==> src/rtl/eifl_pkg.sv <==
/*
 * Constants, register map and carrier types for the external interrupt
 * flag and exception entry block. Assumes a single 100 MHz clock domain.
 */
// Function
// - Let current instruction finish, 1 to 13 states.
// - Push 4, vector 2, fetch 4, internal 4.
// - Word accesses force address bit 0 low.
// - Every stack access is a word transfer.
// - Flags saved as word, restored from even byte.
// - Select 0 to 1, pin low, falling edge sets flag.
// - Select 1 to 0, pin low, rising edge sets flag.
// - Wakeup select 0 to 1, pin low sets flag.
// - Clear right after select write is ignored.
// - Wakeup flag set on falling edge, sticky.
// - Flags clear only by writing 0.
// - Each interrupt input has own edge select bit.
package eifl_pkg;
    // ************************************************************
    // Register offsets.
    // ************************************************************
    localparam logic [3:0] ADDR_IRQ_FLAGS = 4'h0;
    localparam logic [3:0] ADDR_WK_FLAGS = 4'h1;
    localparam logic [3:0] ADDR_EDGE_SEL = 4'h2;
    localparam logic [3:0] ADDR_IRQ_FSEL = 4'h3;
    localparam logic [3:0] ADDR_WK_FSEL = 4'h4;
    localparam logic [3:0] ADDR_IRQ_EN = 4'h5;
    localparam logic [3:0] ADDR_WK_EN = 4'h6;
    localparam logic [3:0] ADDR_COND_FLAGS = 4'h7;
    localparam logic [3:0] ADDR_EVT_STAT = 4'h8;
    localparam logic [3:0] ADDR_EVT_MASK = 4'h9;
    // ************************************************************
    // Field positions and reset values.
    // ************************************************************
    localparam int COND_I_BIT = 7;
    localparam logic [7:0] COND_FLAGS_RST = 8'h80;
    localparam int EVT_IRQ_BIT = 0;
    localparam int EVT_WK_BIT = 1;
    localparam int EVT_ENTRY_BIT = 2;
    // ************************************************************
    // Exception entry timing in states, vector numbers and clear guard count.
    // ************************************************************
    localparam logic [3:0] WAIT_MAX_STATES = 4'hD;
    localparam logic [3:0] PUSH_STATES = 4'h4;
    localparam logic [3:0] VECT_STATES = 4'h2;
    localparam logic [3:0] FETCH_STATES = 4'h4;
    localparam logic [3:0] INTL_STATES = 4'h4;
    localparam logic [7:0] VEC_IRQ_BASE = 8'h04;
    localparam logic [7:0] VEC_WAKEUP = 8'h09;
    localparam logic [1:0] CLR_GUARD_INIT = 2'h2;
    // ************************************************************
    // Types.
    // ************************************************************
    typedef enum logic [2:0] {
        EIFL_IDLE = 3'b000,
        EIFL_WAIT = 3'b001,
        EIFL_PUSH = 3'b010,
        EIFL_VECT = 3'b011,
        EIFL_FETCH = 3'b100,
        EIFL_INTL = 3'b101
    } eifl_state_t;
    // One word access towards memory; address bit 0 is always zero.
    typedef struct packed {
        logic wr;
        logic rd;
        logic [15:0] addr;
        logic [15:0] wdata;
    } eifl_mem_req_t;
endpackage

==> src/rtl/eifl_top.sv <==
/*
 * External interrupt request flags, pin function switch side effects and
 * the exception entry sequence that pushes the program counter and the
 * condition flags. Assumes inputs synchronous to ref_clk_i and a CPU that
 * pulses instr_end_i at the end of each instruction.
 */
`timescale 1ns/100ps
module eifl_top #(
    parameter int IRQ_N = 5,
    parameter int WK_N = 8
) (
    input wire logic ref_clk_i,
    input wire logic reset_n_i,
    input wire logic [3:0] reg_addr_i,
    input wire logic [7:0] reg_wdata_i,
    input wire logic reg_wr_i,
    input wire logic reg_rd_i,
    output logic [7:0] reg_rdata_o,
    input wire logic [IRQ_N-1:0] irq_pin_i,
    input wire logic [WK_N-1:0] wakeup_pin_i,
    input wire logic instr_end_i,
    input wire logic [15:0] pc_i,
    input wire logic [15:0] stack_pointer_i,
    input wire logic return_from_exception_i,
    input wire logic [15:0] stack_word_i,
    input wire logic [15:0] mem_rdata_i,
    output eifl_pkg::eifl_mem_req_t mem_req_o,
    output logic [15:0] handler_pc_o,
    output logic handler_start_o,
    output logic [7:0] condition_flags_o,
    output logic int_o
);
    // Refuse input counts that the 8-bit register lanes cannot hold.
    if (IRQ_N < 1 || IRQ_N > 8 || WK_N < 1 || WK_N > 8) begin : g_bad_count
        $error("eifl_top: input counts must lie in 1 to 8.");
    end

    // ************************************************************
    // Helper functions.
    // ************************************************************
    // Word accesses drop the low address bit so they stay aligned.
    function automatic logic [15:0] word_addr(input logic [15:0] a);
        word_addr = {a[15:1], 1'b0};
    endfunction

    // Register file, pin history and sequencer state.
    logic [IRQ_N-1:0] irq_request_flags_ff, nxt_irq_request_flags;
    logic [WK_N-1:0] wakeup_request_flags_ff, nxt_wakeup_request_flags;
    logic [IRQ_N-1:0] edge_select_reg_ff;
    logic [IRQ_N-1:0] irq_fsel_ff;
    logic [WK_N-1:0] wakeup_fsel_ff;
    logic [IRQ_N-1:0] irq_en_ff;
    logic [WK_N-1:0] wk_en_ff;
    logic [7:0] cond_flags_ff, nxt_cond_flags;
    logic [2:0] evt_stat_ff, nxt_evt_stat;
    logic [2:0] evt_mask_ff;
    logic [IRQ_N-1:0] irq_pin_ff;
    logic [WK_N-1:0] wk_pin_ff;
    logic [1:0] clr_guard_ff, nxt_clr_guard;
    logic [7:0] rdata_ff;
    eifl_pkg::eifl_state_t state_ff, nxt_state;
    logic [3:0] cnt_ff, nxt_cnt;
    logic [7:0] vec_ff, nxt_vec;
    logic [15:0] handler_pc_ff, nxt_handler_pc;
    logic handler_start_ff;
    eifl_pkg::eifl_mem_req_t mem_req_ff, nxt_mem_req;

    // ************************************************************
    // Register decode.
    // ************************************************************
    wire logic wr_irqf = reg_wr_i && reg_addr_i == eifl_pkg::ADDR_IRQ_FLAGS;
    wire logic wr_wkf = reg_wr_i && reg_addr_i == eifl_pkg::ADDR_WK_FLAGS;
    wire logic wr_edge = reg_wr_i && reg_addr_i == eifl_pkg::ADDR_EDGE_SEL;
    wire logic wr_ifsel = reg_wr_i && reg_addr_i == eifl_pkg::ADDR_IRQ_FSEL;
    wire logic wr_wfsel = reg_wr_i && reg_addr_i == eifl_pkg::ADDR_WK_FSEL;
    wire logic wr_ien = reg_wr_i && reg_addr_i == eifl_pkg::ADDR_IRQ_EN;
    wire logic wr_wen = reg_wr_i && reg_addr_i == eifl_pkg::ADDR_WK_EN;
    wire logic wr_cond = reg_wr_i && reg_addr_i == eifl_pkg::ADDR_COND_FLAGS;
    wire logic wr_emask = reg_wr_i && reg_addr_i == eifl_pkg::ADDR_EVT_MASK;
    wire logic rd_estat = reg_rd_i && reg_addr_i == eifl_pkg::ADDR_EVT_STAT;
    // A clear is honoured only once an instruction lies after a select write.
    wire logic clr_ok = (clr_guard_ff == 2'h0);

    // ************************************************************
    // Flag setting conditions.
    // ************************************************************
    // New select values as written this cycle, else the held values.
    wire logic [IRQ_N-1:0] irq_fsel_new = wr_ifsel ? reg_wdata_i[IRQ_N-1:0] : irq_fsel_ff;
    wire logic [WK_N-1:0] wk_fsel_new = wr_wfsel ? reg_wdata_i[WK_N-1:0] : wakeup_fsel_ff;
    // Real edges on pins already configured for interrupt input.
    wire logic [IRQ_N-1:0] irq_fall = irq_pin_ff & ~irq_pin_i;
    wire logic [IRQ_N-1:0] irq_rise = ~irq_pin_ff & irq_pin_i;
    wire logic [IRQ_N-1:0] irq_edge = irq_fsel_ff &
        ((irq_fall & ~edge_select_reg_ff) | (irq_rise & edge_select_reg_ff));
    wire logic [WK_N-1:0] wk_edge = wakeup_fsel_ff & wk_pin_ff & ~wakeup_pin_i;
    // Switching the function while the pin is low looks like an edge.
    wire logic [IRQ_N-1:0] irq_sw_up = ~irq_fsel_ff & irq_fsel_new & ~irq_pin_i &
        ~edge_select_reg_ff;
    wire logic [IRQ_N-1:0] irq_sw_dn = irq_fsel_ff & ~irq_fsel_new & ~irq_pin_i &
        edge_select_reg_ff;
    wire logic [WK_N-1:0] wk_sw_up = ~wakeup_fsel_ff & wk_fsel_new & ~wakeup_pin_i;
    // Both causes feed the same flag, so the rest of the logic sees no difference.
    wire logic [IRQ_N-1:0] irq_set = irq_edge | irq_sw_up | irq_sw_dn;
    wire logic [WK_N-1:0] wk_set = wk_edge | wk_sw_up;

    // ************************************************************
    // Interrupt request towards the sequencer.
    // ************************************************************
    wire logic [IRQ_N-1:0] irq_act = irq_request_flags_ff & irq_en_ff;
    wire logic wk_act = |(wakeup_request_flags_ff & wk_en_ff);
    wire logic req_any = (|irq_act | wk_act) && !cond_flags_ff[eifl_pkg::COND_I_BIT];

    // Lowest numbered input wins; wakeup inputs share one vector.
    logic [7:0] sel_vec;
    always_comb begin
        sel_vec = eifl_pkg::VEC_WAKEUP;
        for (int i = IRQ_N - 1; i >= 0; i--) begin
            if (irq_act[i]) begin
                sel_vec = eifl_pkg::VEC_IRQ_BASE + 8'(i);
            end
        end
    end

    // ************************************************************
    // Flag and status next values.
    // ************************************************************
    // Set wins over a clear arriving in the same cycle; writing 1 changes nothing.
    always_comb begin
        nxt_irq_request_flags = irq_request_flags_ff;
        if (wr_irqf && clr_ok) begin
            nxt_irq_request_flags = irq_request_flags_ff & reg_wdata_i[IRQ_N-1:0];
        end
        nxt_irq_request_flags = nxt_irq_request_flags | irq_set;
        nxt_wakeup_request_flags = wakeup_request_flags_ff;
        if (wr_wkf && clr_ok) begin
            nxt_wakeup_request_flags = wakeup_request_flags_ff & reg_wdata_i[WK_N-1:0];
        end
        nxt_wakeup_request_flags = nxt_wakeup_request_flags | wk_set;
        // Event status clears on read, new events still land.
        nxt_evt_stat = rd_estat ? 3'h0 : evt_stat_ff;
        nxt_evt_stat[eifl_pkg::EVT_IRQ_BIT] = nxt_evt_stat[eifl_pkg::EVT_IRQ_BIT] | (|irq_set);
        nxt_evt_stat[eifl_pkg::EVT_WK_BIT] = nxt_evt_stat[eifl_pkg::EVT_WK_BIT] | (|wk_set);
        nxt_evt_stat[eifl_pkg::EVT_ENTRY_BIT] = nxt_evt_stat[eifl_pkg::EVT_ENTRY_BIT] |
            handler_start_ff;
    end

    // Guard counts the writing instruction's end and one more after it.
    always_comb begin
        nxt_clr_guard = clr_guard_ff;
        if (wr_ifsel || wr_wfsel) begin
            nxt_clr_guard = eifl_pkg::CLR_GUARD_INIT;
        end else if (instr_end_i && clr_guard_ff != 2'h0) begin
            nxt_clr_guard = clr_guard_ff - 2'h1;
        end
    end

    // ************************************************************
    // Exception entry sequencer.
    // ************************************************************
    // Stack addresses below the caller's pointer, both word aligned.
    wire logic [15:0] sp_pc = word_addr(stack_pointer_i - 16'h0002);
    wire logic [15:0] sp_cc = word_addr(stack_pointer_i - 16'h0004);
    wire logic [3:0] cnt_inc = cnt_ff + 4'h1;

    always_comb begin
        nxt_state = state_ff;
        nxt_cnt = cnt_ff;
        nxt_vec = vec_ff;
        nxt_handler_pc = handler_pc_ff;
        nxt_cond_flags = wr_cond ? reg_wdata_i : cond_flags_ff;
        nxt_mem_req = '0;
        unique case (state_ff)
            eifl_pkg::EIFL_IDLE: begin
                if (req_any) begin
                    nxt_state = eifl_pkg::EIFL_WAIT;
                    nxt_vec = sel_vec;
                    nxt_cnt = 4'h1;
                end
            end
            eifl_pkg::EIFL_WAIT: begin
                // The instruction in progress ends on its own strobe, at most 13 states.
                if (instr_end_i || cnt_ff == eifl_pkg::WAIT_MAX_STATES) begin
                    nxt_state = eifl_pkg::EIFL_PUSH;
                    nxt_cnt = 4'h0;
                end else begin
                    nxt_cnt = cnt_inc;
                end
            end
            eifl_pkg::EIFL_PUSH: begin
                // Two word writes: program counter, then flags in both bytes.
                if (cnt_ff == 4'h0) begin
                    nxt_mem_req = '{wr: 1'b1, rd: 1'b0, addr: sp_pc, wdata: pc_i};
                end else if (cnt_ff == 4'h2) begin
                    nxt_mem_req = '{wr: 1'b1, rd: 1'b0, addr: sp_cc,
                        wdata: {cond_flags_ff, cond_flags_ff}};
                end
                if (cnt_inc == eifl_pkg::PUSH_STATES) begin
                    nxt_state = eifl_pkg::EIFL_VECT;
                    nxt_cnt = 4'h0;
                    nxt_cond_flags[eifl_pkg::COND_I_BIT] = 1'b1;
                end else begin
                    nxt_cnt = cnt_inc;
                end
            end
            eifl_pkg::EIFL_VECT: begin
                nxt_mem_req = '{wr: 1'b0, rd: 1'b1,
                    addr: word_addr({7'h00, vec_ff, 1'b0}), wdata: 16'h0000};
                if (cnt_inc == eifl_pkg::VECT_STATES) begin
                    nxt_state = eifl_pkg::EIFL_FETCH;
                    nxt_cnt = 4'h0;
                    nxt_handler_pc = word_addr(mem_rdata_i);
                end else begin
                    nxt_cnt = cnt_inc;
                end
            end
            eifl_pkg::EIFL_FETCH: begin
                if (cnt_inc == eifl_pkg::FETCH_STATES) begin
                    nxt_state = eifl_pkg::EIFL_INTL;
                    nxt_cnt = 4'h0;
                end else begin
                    nxt_cnt = cnt_inc;
                end
            end
            eifl_pkg::EIFL_INTL: begin
                if (cnt_inc == eifl_pkg::INTL_STATES) begin
                    nxt_state = eifl_pkg::EIFL_IDLE;
                    nxt_cnt = 4'h0;
                end else begin
                    nxt_cnt = cnt_inc;
                end
            end
            default: begin
                nxt_state = eifl_pkg::EIFL_IDLE;
                nxt_cnt = 4'h0;
            end
        endcase
        // Returning restores flags from the even byte, the odd byte is dropped.
        if (return_from_exception_i) begin
            nxt_cond_flags = stack_word_i[15:8];
        end
    end

    wire logic entry_done = state_ff == eifl_pkg::EIFL_INTL && cnt_inc == eifl_pkg::INTL_STATES;

    // ************************************************************
    // Read data mux, answered in the following cycle.
    // ************************************************************
    logic [7:0] rd_mux;
    always_comb begin
        rd_mux = 8'h00;
        unique case (reg_addr_i)
            eifl_pkg::ADDR_IRQ_FLAGS: rd_mux = 8'(irq_request_flags_ff);
            eifl_pkg::ADDR_WK_FLAGS: rd_mux = 8'(wakeup_request_flags_ff);
            eifl_pkg::ADDR_EDGE_SEL: rd_mux = 8'(edge_select_reg_ff);
            eifl_pkg::ADDR_IRQ_FSEL: rd_mux = 8'(irq_fsel_ff);
            eifl_pkg::ADDR_WK_FSEL: rd_mux = 8'(wakeup_fsel_ff);
            eifl_pkg::ADDR_IRQ_EN: rd_mux = 8'(irq_en_ff);
            eifl_pkg::ADDR_WK_EN: rd_mux = 8'(wk_en_ff);
            eifl_pkg::ADDR_COND_FLAGS: rd_mux = cond_flags_ff;
            eifl_pkg::ADDR_EVT_STAT: rd_mux = {5'h00, evt_stat_ff};
            eifl_pkg::ADDR_EVT_MASK: rd_mux = {5'h00, evt_mask_ff};
            default: rd_mux = 8'h00;
        endcase
    end

    // ************************************************************
    // Registers.
    // ************************************************************
    // Pins reset to the idle high level so no edge appears after reset.
    always_ff @(posedge ref_clk_i) begin
        if (!reset_n_i) begin
            irq_request_flags_ff <= '0;
            wakeup_request_flags_ff <= '0;
            edge_select_reg_ff <= '0;
            irq_fsel_ff <= '0;
            wakeup_fsel_ff <= '0;
            irq_en_ff <= '0;
            wk_en_ff <= '0;
            evt_stat_ff <= 3'h0;
            evt_mask_ff <= 3'h0;
            irq_pin_ff <= '1;
            wk_pin_ff <= '1;
            clr_guard_ff <= 2'h0;
            rdata_ff <= 8'h00;
        end else begin
            irq_request_flags_ff <= nxt_irq_request_flags;
            wakeup_request_flags_ff <= nxt_wakeup_request_flags;
            edge_select_reg_ff <= wr_edge ? reg_wdata_i[IRQ_N-1:0] : edge_select_reg_ff;
            irq_fsel_ff <= irq_fsel_new;
            wakeup_fsel_ff <= wk_fsel_new;
            irq_en_ff <= wr_ien ? reg_wdata_i[IRQ_N-1:0] : irq_en_ff;
            wk_en_ff <= wr_wen ? reg_wdata_i[WK_N-1:0] : wk_en_ff;
            evt_stat_ff <= nxt_evt_stat;
            evt_mask_ff <= wr_emask ? reg_wdata_i[2:0] : evt_mask_ff;
            irq_pin_ff <= irq_pin_i;
            wk_pin_ff <= wakeup_pin_i;
            clr_guard_ff <= nxt_clr_guard;
            rdata_ff <= reg_rd_i ? rd_mux : 8'h00;
        end
    end

    // Sequencer state and its outputs.
    always_ff @(posedge ref_clk_i) begin
        if (!reset_n_i) begin
            state_ff <= eifl_pkg::EIFL_IDLE;
            cnt_ff <= 4'h0;
            vec_ff <= 8'h00;
            handler_pc_ff <= 16'h0000;
            handler_start_ff <= 1'b0;
            cond_flags_ff <= eifl_pkg::COND_FLAGS_RST;
            mem_req_ff <= '0;
        end else begin
            state_ff <= nxt_state;
            cnt_ff <= nxt_cnt;
            vec_ff <= nxt_vec;
            handler_pc_ff <= nxt_handler_pc;
            handler_start_ff <= entry_done;
            cond_flags_ff <= nxt_cond_flags;
            mem_req_ff <= nxt_mem_req;
        end
    end

    assign reg_rdata_o = rdata_ff;
    assign mem_req_o = mem_req_ff;
    assign handler_pc_o = handler_pc_ff;
    assign handler_start_o = handler_start_ff;
    assign condition_flags_o = cond_flags_ff;
    assign int_o = |(evt_stat_ff & evt_mask_ff);
endmodule

==> config.mk <==
export PLATFORM = sky130hd
export DESIGN_NAME = eifl_top
export DESIGN_NICKNAME = d
export VERILOG_FILES = /design/src/rtl/eifl_pkg.sv /design/src/rtl/eifl_top.sv
export SDC_FILE = /design/constraint.sdc
export NUM_CORES = 1
export LEC_CHECK = 0
export BUFFER_PORTS_ARGS = -buffer_cell sky130_fd_sc_hd__clkbuf_2
export CAP_MARGIN = 10
export CELL_PAD_IN_SITES_DETAIL_PLACEMENT = 0
export CELL_PAD_IN_SITES_GLOBAL_PLACEMENT = 1
export CORE_MARGIN = 2
export CORE_UTILIZATION = 43
export DETAILED_ROUTE_END_ITERATION = 6
export PLACE_DENSITY_LB_ADDON = 0.1
export SLEW_MARGIN = 20
export SYNTH_ARGS = -nofsm -noshare
export SYNTH_HDL_FRONTEND = slang
export SYNTH_SLANG_ARGS = --single-unit
==> constraint.sdc <==
create_clock -name ref_clk_i -period 4.25 [get_ports ref_clk_i]
set_input_delay 0.85 -clock ref_clk_i [delete_from_list [all_inputs] [get_ports ref_clk_i]]
set_output_delay 0.85 -clock ref_clk_i [all_outputs]
set_load 0.01 [all_outputs]
==> out/results.tsv, run 1 <==
metric	value	unit
Pwr per Cell Area	391	nW/um^2
commonest non-fill, non-tap cells in the layout	150 x clkbuf_2, 141 x dfxtp_1, 102 x nand2_1, 80 x a21oi_1, 60 x nor2_1	
ys flop type	dfxtp_1	
post-route ant nets	0	
Ports	163	
critical path class	register to register	
final hold viol count	0	
initial antenna violation count	0	
startpoint types	register	
Hold Path Depth	2	
die area	16900	sq um
1st-pass router iterations	6	
CTS max path bufs	2	
Setup TNS Final	0	ns
met1 Use GR	34.2	%
HP Class	register to register	
CTS tree	yes	
hold_buf cts	0	
GRT Residual Overflow	0	
DRC viols	0	
synthesized flop and latch total	141	
cts repair resizes	0	
vias per cell	5.57	
R2R Path Start	cnt_ff[0]	
Placed Area	7600	sq um
DP Wirelength	14600	um
final setup vio count	0	
Num CTS Buffers	17	
CP most frequent cell	inv_1	
initial core utilization	43.5	%
CP max FO	29	
Die H	130	um
GPL Wtd Cong	0.923	
Root Driver	clkbuf_16	
Slowest cell on crit path	a21o_1	
postcts setup bufs	0	
cell internal pwr	0.00250	W
global routing's busiest layer	met2	
crit-path cells	inv_1 > ha_1 > or3b_1 > a21o_1 > inv_1 > a32o_1	
CP bufs+invs	2	
DR WL/cell	18.1	um
Final #Nets	1013	
outcome	finished clean	
Die Wd	130	um
final worst path period need	2.78	ns
syn avg cell area	8.62	sq um
slowest stage delay, CP	0.78	ns
leakage	3.25	nW
clk_lat worst skew	0.42	ns
sequential share of power	42.3	%
YS warnings	0	
number of synthesized flops with an enable pin	0	
commonest non-fill, non-tap cell in the layout	clkbuf_2	
met2 GRT Util	37.1	%
Tot GR Track Use	24.1	%
Max Cap Viol	0	
power share of the clock group	50.6	%
RSZ-0062 raised after global routing	no	
Area Growth Syn to Fin	20.6	%
final instance area	8250	sq um
I/O Buffers	150	
max_slew headroom	40.7	%
Final Max Slew Viols	0	
largest net degree at the start of global routing	44	
Cells after Synth	793	
worst IR drop on VDD	0.000278	V
Crit path max-delay family	compound AO/OA/AOI/OAI gates	
Distinct cells, synth	82	
flop-to-flop setup slack	1.47	ns
Worst EP required	4.56	ns
# clock sinks	141	
row count	46	
clock skew	0.00868	ns
first-pass GRT wire length	31600	um
crit path DAT	3.09	ns
1st-iter DRT viols	493	
R2R depth	6	
via count	6338	
Setup crit end kind	register	
worst slew pin tran	0.889	ns
f_max	359	MHz
Antenna Cells	0	
Final Cycle Share	65.5	%
Clock Pin Slew Worst Setup and Hold Paths	0.06	ns
FF-to-FF End	mem_req_o[18]	
layout cell share with drive strength beyond 1	24.5	%
H-tree level count	4	
sw frac	22.5	%
final setup margin	1.47	ns
final design utilization	52.5	%
Fill cells	1549	
Mapped Area	6840	sq um
number of global-route vias before repair	5909	
hold endpoint	vec_ff[3]	
post-synthesis sequential area ratio	41.3	%
asr flop ratio synth	0	%
min-delay src	vec_ff[3]	
part of the power in combinational logic	7.1	%
DRT Wirelength	20600	um
hold slack final	0.456	ns
switching power	0.000727	W
core area	15700	sq um
M3 GR Usage	4.39	%
pre-CTS setup slack	1.18	ns
-- how the worst max path moves through the flow --
stage,start,endpoint,slack (ns),depth (start not counted)
floorplan,reg_addr_i[0],condition_flags_o[7],2.11,6
global placement,reg_addr_i[0],condition_flags_o[7],1.26,6
detailed placement,reg_addr_i[0],condition_flags_o[7],1.18,6
CTS,cnt_ff[0],mem_req_o[18],1.47,6
global route,cnt_ff[0],mem_req_o[18],1.23,6
finish,cnt_ff[0],mem_req_o[18],1.47,6
-- kinds of logic (layout without fill, tap and decap cells) --
| logic type | Yosys count | in the layout | share of synthesized area, % |
|---|---|---|---|
| simple gates | 296 | 296 | 22.9 |
| compound gates | 208 | 208 | 19.7 |
| flops | 141 | 141 | 41.3 |
| buf+inv | 78 | 205 | 5.29 |
| mux | 48 | 48 | 7.61 |
| xor+xnor | 12 | 12 | 1.54 |
| fa+ha+maj | 9 | 9 | 1.65 |
| other cells | 1 | 2 | 0.0549 |
-- power groups by stage --
stage | clock network [W] | logic, W | registers [W]
after floorplan | 0 | 0.000138 | 0.00139
after global placement | 0 | 0.000220 | 0.00139
after detailed placement | 0 | 0.000223 | 0.00139
after CTS | 0.00165 | 0.000226 | 0.00136
after global routing | 0.00171 | 0.000248 | 0.00137
final | 0.00163 | 0.000228 | 0.00137
-- metrics by stage --
step	total power [W]	std cells
global route	0.00333	1137
detailed placement	0.00162	1106
CTS	0.00324	1137
global placement	0.00161	1106
finish	0.00323	1137
floorplan	0.00152	794
-- synth_stat cells, types with 6 or more instances --
cell / instances / area (sq um)
a21o_1: 6 / 45.0
a21oi_1: 80 / 400
a22oi_1: 8 / 60.1
a31oi_1: 9 / 56.3
a32oi_1: 8 / 70.1
buf_2: 19 / 95.1
buf_4: 6 / 45.0
clkbuf_1: 27 / 101
dfxtp_1: 141 / 2820
ha_1: 9 / 113
inv_1: 18 / 67.6
mux2_2: 11 / 124
mux2i_1: 34 / 340
nand2_1: 102 / 383
nand2b_1: 18 / 113
nand3_1: 17 / 85.1
nand4_1: 16 / 100
nor2_1: 61 / 229
nor2b_1: 17 / 106
nor3_1: 7 / 35.0
nor4_1: 6 / 37.5
nor4b_1: 7 / 61.3
o21a_1: 6 / 45.0
o21ai_0: 31 / 155
o31ai_1: 18 / 135
or2_2: 6 / 37.5
xnor2_1: 10 / 87.6
-- final cells by class --
| cell class | count | area [sq um] | share of cell area [%] |
|---|---|---|---|
| timing repair buffer | 152 | 766 | 9.29 |
| clock buffer | 20 | 457 | 5.54 |
| multi-input combinational | 575 | 3660 | 44.4 |
| inverter | 22 | 82.6 | 1.00 |
| clock inverter | 11 | 189 | 2.29 |
| tap | 216 | 270 | 3.28 |
| sequential | 141 | 2820 | 34.2 |
-- registers in the layout, summed over array words and instances, names as in the netlist --
register	flops
reg_rdata_o	8
clr_guard_ff	2
handler_start_o	1
evt_stat_ff	3
condition_flags_o	8
wakeup_request_flags_ff	8
edge_select_reg_ff	5
cnt_ff	4
state_ff	3
mem_req_o	33
irq_fsel_ff	5
handler_pc_o	15
irq_pin_ff	5
wakeup_fsel_ff	8
wk_en_ff	8
irq_en_ff	5
evt_mask_ff	3
irq_request_flags_ff	5
wk_pin_ff	8
vec_ff	4
-- routing by layer --
metal	vias up	wire length, um	part of all wire, %
li1	3079	-	-
met4	0	281	1.4
met1	2980	9800	48
met2	260	9060	44
met5	-	0	0
met3	19	1410	6.9
-- worst reg2reg max path: cells and delay by family, from the launching register on --
family	cells	cell delay, ns
adder cells (fa/ha/maj)	1	0.27
AO/OA/AOI/OAI	2	1.05
buffers and inverters	2	0.30
AND/OR/NAND/NOR	1	0.58
flip-flops	1	0.48
Power figures use the tool's default switching activity.
==> run 2, diff against run 1 <==
--- a/config.mk
+++ b/config.mk
@@ -10,7 +10,7 @@
 export CELL_PAD_IN_SITES_DETAIL_PLACEMENT = 0
 export CELL_PAD_IN_SITES_GLOBAL_PLACEMENT = 1
 export CORE_MARGIN = 2
-export CORE_UTILIZATION = 43
+export CORE_UTILIZATION = 36
 export DETAILED_ROUTE_END_ITERATION = 6
 export PLACE_DENSITY_LB_ADDON = 0.1
 export SLEW_MARGIN = 20
==> constraint.sdc (replaced) <==
create_clock -name ref_clk_i -period 2.3 [get_ports ref_clk_i]
set_input_delay 0.46 -clock ref_clk_i [delete_from_list [all_inputs] [get_ports ref_clk_i]]
set_output_delay 0.46 -clock ref_clk_i [all_outputs]
set_load 0.01 [all_outputs]
==> run 2 against run 1 <==
Effect of this change: cell count rose by 4.4%; first-iteration DRC count fell by 34%; count of clock-buffer cells in the layout rose by 1; sequential cell count did not move; via count rose by 0.47%; utilization fell by 6.9 points; clock power rose by 80%; power rose by 83%; design area rose by 3.0%; critical endpoint is now handler_pc_o[5].
==> out/results.tsv, run 2 (synthesis gave the netlist of run 1 again) <==
metric	value	unit	change
outcome	finished clean		unchanged
CP max FO	17		was 29
first-pass GRT wire length	33400	um	was 31600 um
Clock Pin Slew Worst Setup and Hold Paths	0.06	ns	about the same
Final Max Slew Viols	0		unchanged
startpoint types	register		unchanged
worst slew pin tran	0.620	ns	was 0.889 ns
commonest non-fill, non-tap cells in the layout	150 x clkbuf_2, 141 x dfxtp_1, 102 x nand2_1, 80 x a21oi_1, 61 x nor2_1		was 150 x clkbuf_2, 141 x dfxtp_1, 102 x nand2_1, 80 x a21oi_1, 60 x nor2_1
crit path DAT	2.33	ns	was 3.09 ns
die area	20100	sq um	was 16900 sq um
Worst EP required	2.59	ns	was 4.56 ns
GRT Residual Overflow	0		unchanged
DP Wirelength	15900	um	was 14600 um
HP Class	input pin to register		was register to register
Area Growth Syn to Fin	24.2	%	was 20.6%
critical path class	register to register		unchanged
final instance area	8490	sq um	was 8250 sq um
Die H	142	um	was 130 um
DRC viols	0		unchanged
DP Cell Count	1155		was 1106
final hold viol count	0		unchanged
layout cell share with drive strength beyond 1	26.9	%	was 24.5%
1st-iter DRT viols	323		was 493
vias per cell	5.36		was 5.57
largest net degree at the start of global routing	76		was 44
# clock sinks	141		unchanged
CTS tree	yes		unchanged
commonest non-fill, non-tap cell in the layout	clkbuf_2		unchanged
DR WL/cell	18.1	um	about the same
Pwr per Cell Area	696	nW/um^2	was 391 nW/um^2
f_max	490	MHz	was 359 MHz
GPL Wtd Cong	0.907		was 0.923
postcts setup bufs	0		unchanged
1st-pass router iterations	5		was 6
H-tree level count	4		unchanged
clk_lat worst skew	0.42	ns	about the same
Setup TNS Final	0	ns	unchanged
I/O Buffers	150		unchanged
clock skew	0.00504	ns	was 0.00868 ns
Num CTS Buffers	17		unchanged
post-route ant nets	0		unchanged
cts repair resizes	0		unchanged
Final #Nets	1044		was 1013
initial core utilization	36.7	%	was 43.5%
Tot GR Track Use	21.5	%	was 24.1%
row count	50		was 46
Antenna Cells	0		unchanged
leakage	3.39	nW	was 3.25 nW
worst IR drop on VDD	0.000483	V	was 0.000278 V
Root Driver	clkbuf_16		unchanged
Largest register FFs	33		unchanged
DRT Wirelength	21500	um	was 20600 um
initial antenna violation count	0		unchanged
Setup crit end kind	register		unchanged
via count	6368		was 6338
core area	18600	sq um	was 15700 sq um
final setup vio count	0		unchanged
Placed Area	7870	sq um	was 7600 sq um
number of global-route vias before repair	6017		was 5909
hold_buf cts	0		unchanged
RSZ-0062 raised after global routing	no		unchanged
Final Cycle Share	88.7	%	was 65.5%
Die Wd	142	um	was 130 um
max_slew headroom	58.7	%	was 40.7%
Max Cap Viol	0		unchanged
CTS max path bufs	2		unchanged
final worst path period need	2.04	ns	was 2.78 ns
Ports	163		unchanged
Finished Layout Cells	1187		was 1137
==> run 2: final timing paths <==
| kind | from | endpoint | slack [ns] | cells after the start |
|---|---|---|---|---|
| min | wakeup_pin_i[6] | wk_pin_ff[6] | 0.24 | 2 |
| max | cnt_ff[0] | handler_pc_o[5] | 0.26 | 5 |
| max reg2reg | cnt_ff[0] | handler_pc_o[5] | 0.26 | 5 |
| min reg2reg | vec_ff[2] | mem_req_o[19] | 0.46 | 2 |
==> run 2: routing by layer <==
layer  GRT usage (%)  share of wire [%]  up-vias  wire [um]
met5               0                  0        -          0
met4            7.16                1.6        0        340
met3            4.05                6.4       24       1380
met2            32.7                 43      223       9310
met1            30.5                 49     2991      10500
li1                -                  -     3130          -
==> run 2: layout make-up <==
cell class	instances	area (sq um)
Clock buffer	21	460
Clock inverter	11	165
Fill cell	1864	10200
Inverter	22	82.6
Multi-Input combinational cell	575	3660
Sequential cell	141	2820
Tap cell	234	293
Timing Repair Buffer	183	1010
==> run 2: per-stage QoR <==
step / power [W] / setup slack (ns) / util [%] / hold WS [ns]
after global routing: 0.00613 / 0.0644 / 45.5 / 0.249
after floorplan: 0.00282 / 0.510 / - / 0.416
after global placement: 0.00302 / 0.274 / 42.2 / 0.448
after CTS: 0.00598 / 0.263 / 45.5 / 0.220
final: 0.00591 / 0.260 / 45.5 / 0.239
after detailed placement: 0.00302 / 0.255 / 42.2 / 0.440
==> run 2: critical path: stages (launching register included) <==
cell and delay, ns:
dfxtp_1 0.48, ha_1 0.25, buf_4 0.25, clkinv_1 0.44, o31ai_1 0.39, a21oi_1 0.10
==> run 2: report_power, final <==
part / leakage [nW] / switching [W] / internal [W] / total [W]
combinational: 1.95 / 0.000262 / 0.000189 / 0.000451
sequential: 1.14 / 0.0000392 / 0.00248 / 0.00252
clock: 0.295 / 0.00107 / 0.00187 / 0.00294
==> run 3, diff against run 2 <==
--- a/config.mk
+++ b/config.mk
@@ -5,12 +5,14 @@
 export SDC_FILE = /design/constraint.sdc
 export NUM_CORES = 1
 export LEC_CHECK = 0
+export ABC_AREA = 1
 export BUFFER_PORTS_ARGS = -buffer_cell sky130_fd_sc_hd__clkbuf_2
 export CAP_MARGIN = 10
 export CELL_PAD_IN_SITES_DETAIL_PLACEMENT = 0
 export CELL_PAD_IN_SITES_GLOBAL_PLACEMENT = 1
 export CORE_MARGIN = 2
-export CORE_UTILIZATION = 36
+export CORE_UTILIZATION = 34
+export CTS_BUF_LIST = sky130_fd_sc_hd__clkbuf_4 sky130_fd_sc_hd__clkbuf_8 sky130_fd_sc_hd__clkbuf_16
 export DETAILED_ROUTE_END_ITERATION = 6
 export PLACE_DENSITY_LB_ADDON = 0.1
 export SLEW_MARGIN = 20
==> run 3 against run 2 <==
Effect of this change: clock skew is 0.021 ns higher; utilization down 2.3 points; die area is 0.50% lower; critical endpoint is now int_o.
==> out/results.tsv, run 3 <==
metric	value	unit	change
Area contributors post-synth	dfxtp_1 44%, nand2_1 8.9%, o21ai_0 8.4%, inv_1 7.0%, nor2_1 6.5%		was dfxtp_1 41%, a21oi_1 5.9%, nand2_1 5.6%, mux2i_1 5.0%, nor2_1 3.3%
synthesized flop and latch total	141		unchanged
Ports	163		unchanged
asr flop ratio synth	0	%	unchanged
post-synthesis sequential area ratio	43.9	%	was 41.3%
Num CTS Buffers	17		unchanged
HP Class	input pin to register		unchanged
I/O Buffers	150		unchanged
Max Cap Viol	0		unchanged
worst slew pin tran	0.543	ns	was 0.620 ns
DRT Wirelength	19400	um	was 21500 um
final setup margin	0.441	ns	was 0.260 ns
crit path DAT	1.40	ns	was 2.33 ns
f_max	538	MHz	was 490 MHz
final instance area	8070	sq um	was 8490 sq um
Worst EP required	1.84	ns	was 2.59 ns
leading area contributor after synthesis	dfxtp_1		unchanged
1st-pass router iterations	5		unchanged
DP Wirelength	14700	um	was 15900 um
Pwr Total	0.00685	W	was 0.00591 W
GRT Residual Overflow	0		unchanged
initial core utilization	34.5	%	was 36.7%
part of the power in combinational logic	18.1	%	was 7.6%
row count	50		unchanged
cts repair resizes	0		unchanged
via count	6191		was 6368
final worst path period need	1.86	ns	was 2.04 ns
syn avg cell area	7.16	sq um	was 8.62 sq um
met1 wire length	9620	um	was 10500 um
1st-iter DRT viols	316		was 323
cell internal pwr	0.00482	W	was 0.00454 W
Synth top cells by count	152 x nand2_1, 141 x dfxtp_1, 119 x inv_1		was 141 x dfxtp_1, 102 x nand2_1, 80 x a21oi_1
vias per cell	4.76		was 5.36
initial antenna violation count	0		unchanged
Mapped Area	6420	sq um	was 6840 sq um
hold_buf cts	0		unchanged
Final #Nets	1157		was 1044
Area Growth Syn to Fin	25.6	%	was 24.2%
Synth top area share	43.9	%	was 41.3%
number of global-route vias before repair	5835		was 6017
die area	20000	sq um	was 20100 sq um
RSZ-0062 raised after global routing	no		unchanged
Distinct cells, synth	45		was 82
GPL Wtd Cong	0.782		was 0.907
Final Max Slew Viols	0		unchanged
H-tree level count	4		unchanged
sw frac	29.6	%	was 23.2%
Antenna Cells	0		unchanged
final setup vio count	0		unchanged
clk_lat worst skew	0.44	ns	was 0.42 ns
max layer used	met4		unchanged
Die Wd	141	um	was 142 um
Final Cycle Share	80.8	%	was 88.7%
commonest non-fill, non-tap cell in the layout	nand2_1		was clkbuf_2
first-pass GRT wire length	31100	um	was 33400 um
DR WL/cell	14.9	um	was 18.1 um
postcts setup bufs	0		unchanged
WL met2	8560	um	was 9310 um
Largest register FFs	33		unchanged
Setup TNS Final	0	ns	unchanged
worst IR drop on VDD	0.000516	V	was 0.000483 V
Pwr per Cell Area	849	nW/um^2	was 696 nW/um^2
count leader, synth	nand2_1		was dfxtp_1
routed wl met3	1030	um	was 1380 um
Placed Area	7440	sq um	was 7870 sq um
sequential share of power	39.3	%	was 42.7%
CTS tree	yes		unchanged
outcome	finished clean		unchanged
layout cell share with drive strength beyond 1	21.6	%	was 26.9%
power share of the clock group	42.5	%	was 49.7%
Cells after Synth	897		was 793
commonest non-fill, non-tap cells in the layout	152 x nand2_1, 150 x clkbuf_2, 141 x dfxtp_1, 119 x inv_1, 112 x nor2_1		was 150 x clkbuf_2, 141 x dfxtp_1, 102 x nand2_1, 80 x a21oi_1, 61 x nor2_1
switching power	0.00203	W	was 0.00137 W
Setup crit end kind	output port		was register
Root Driver	clkbuf_16		unchanged
leakage	3.60	nW	was 3.39 nW
CTS max path bufs	2		unchanged
CP max FO	2		was 17
core area	18600	sq um	unchanged
critical path class	register to output port		was register to register
pre-CTS setup slack	0.402	ns	was 0.255 ns
largest net degree at the start of global routing	55		was 76
post-route ant nets	0		unchanged
DRC viols	0		unchanged
startpoint types	register		unchanged
max_slew headroom	63.4	%	was 58.7%
number of synthesized flops with an enable pin	0		unchanged
Die H	141	um	was 142 um
ys flop type	dfxtp_1		unchanged
# clock sinks	141		unchanged
Clock Pin Slew Worst Setup and Hold Paths	0.06	ns	about the same
clock skew	0.0256	ns	was 0.00504 ns
Tot GR Track Use	19.9	%	was 21.5%
final hold viol count	0		unchanged
YS warnings	0		unchanged
run 3: changes by cell type in the layout (fill, tap and decap cells not counted), sizes merged, moves of 10 or more:
cell,change
inv,+108
o21ai,+86
nor2,+59
nand2,+55
mux2i,-34
buf,-23
nand2b,-18
nor2b,-17
o31ai,-16
mux2,-12
nand3,+10
o22ai,+10
run 3: power by group through the flow:
stage / combinational (W) / sequential [W] / clock [W]
4_1_cts: 0.00126 / 0.00270 / 0.00299
6_report: 0.00124 / 0.00270 / 0.00291
3_3_place_gp: 0.00126 / 0.00275 / 0
2_1_floorplan: 0.000772 / 0.00278 / 0
3_5_place_dp: 0.00125 / 0.00275 / 0
5_1_grt: 0.00142 / 0.00272 / 0.00310
run 3: per-stage QoR:
step | hold slack (ns) | cells | util (%)
6_report | 0.229 | 1300 | 43.3
5_1_grt | 0.223 | 1300 | 43.3
4_1_cts | 0.216 | 1300 | 43.3
3_5_place_dp | 0.435 | 1268 | 39.9
3_3_place_gp | 0.433 | 1268 | 39.9
2_1_floorplan | 0.422 | 898 | -
run 3: cell type report:
cell class                      count  area, sq um
Fill cell                        2002        10600
Multi-Input combinational cell    606         3010
Sequential cell                   141         2820
Timing Repair Buffer              160          838
Inverter                          127          477
Clock buffer                       20          467
Tap cell                          234          293
Clock inverter                     12          158
run 3: cells by family (layout without fill, tap and decap cells):
family	after synthesis	after routing	synth area share, %
flip-flops	141	141	43.9
buffers and inverters	151	319	9.25
other	1	2	0.0584
XOR/XNOR	4	4	0.545
adder cells (fa/ha/maj)	9	9	1.75
AO/OA/AOI/OAI	245	245	21.0
AND/OR/NAND/NOR	346	346	23.4
run 3: per-layer routing:
metal / vias to the layer above / track usage [%]
met2: 158 / 31.5
li1: 3267 / -
met3: 12 / 4.29
met5: - / 0
met4: 0 / 5.53
met1: 2754 / 27.5
run 3: worst max-delay path: stages (launching register included):
cell      delay (ns)
dfxtp_1         0.35
inv_1           0.06
o221ai_1        0.34
clkbuf_2        0.21
run 3: worst paths after layout:
| check | depth (start not counted) | slack (ns) | endpoint | from |
|---|---|---|---|---|
| worst max register to register | 9 | 0.48 | mem_req_o[24] | cnt_ff[0] |
| worst max-delay path | 3 | 0.44 | int_o | evt_stat_ff[0] |
| worst min-delay path | 3 | 0.23 | irq_pin_ff[2] | irq_pin_i[2] |
| worst min register to register | 2 | 0.44 | handler_pc_o[6] | handler_pc_o[6] |
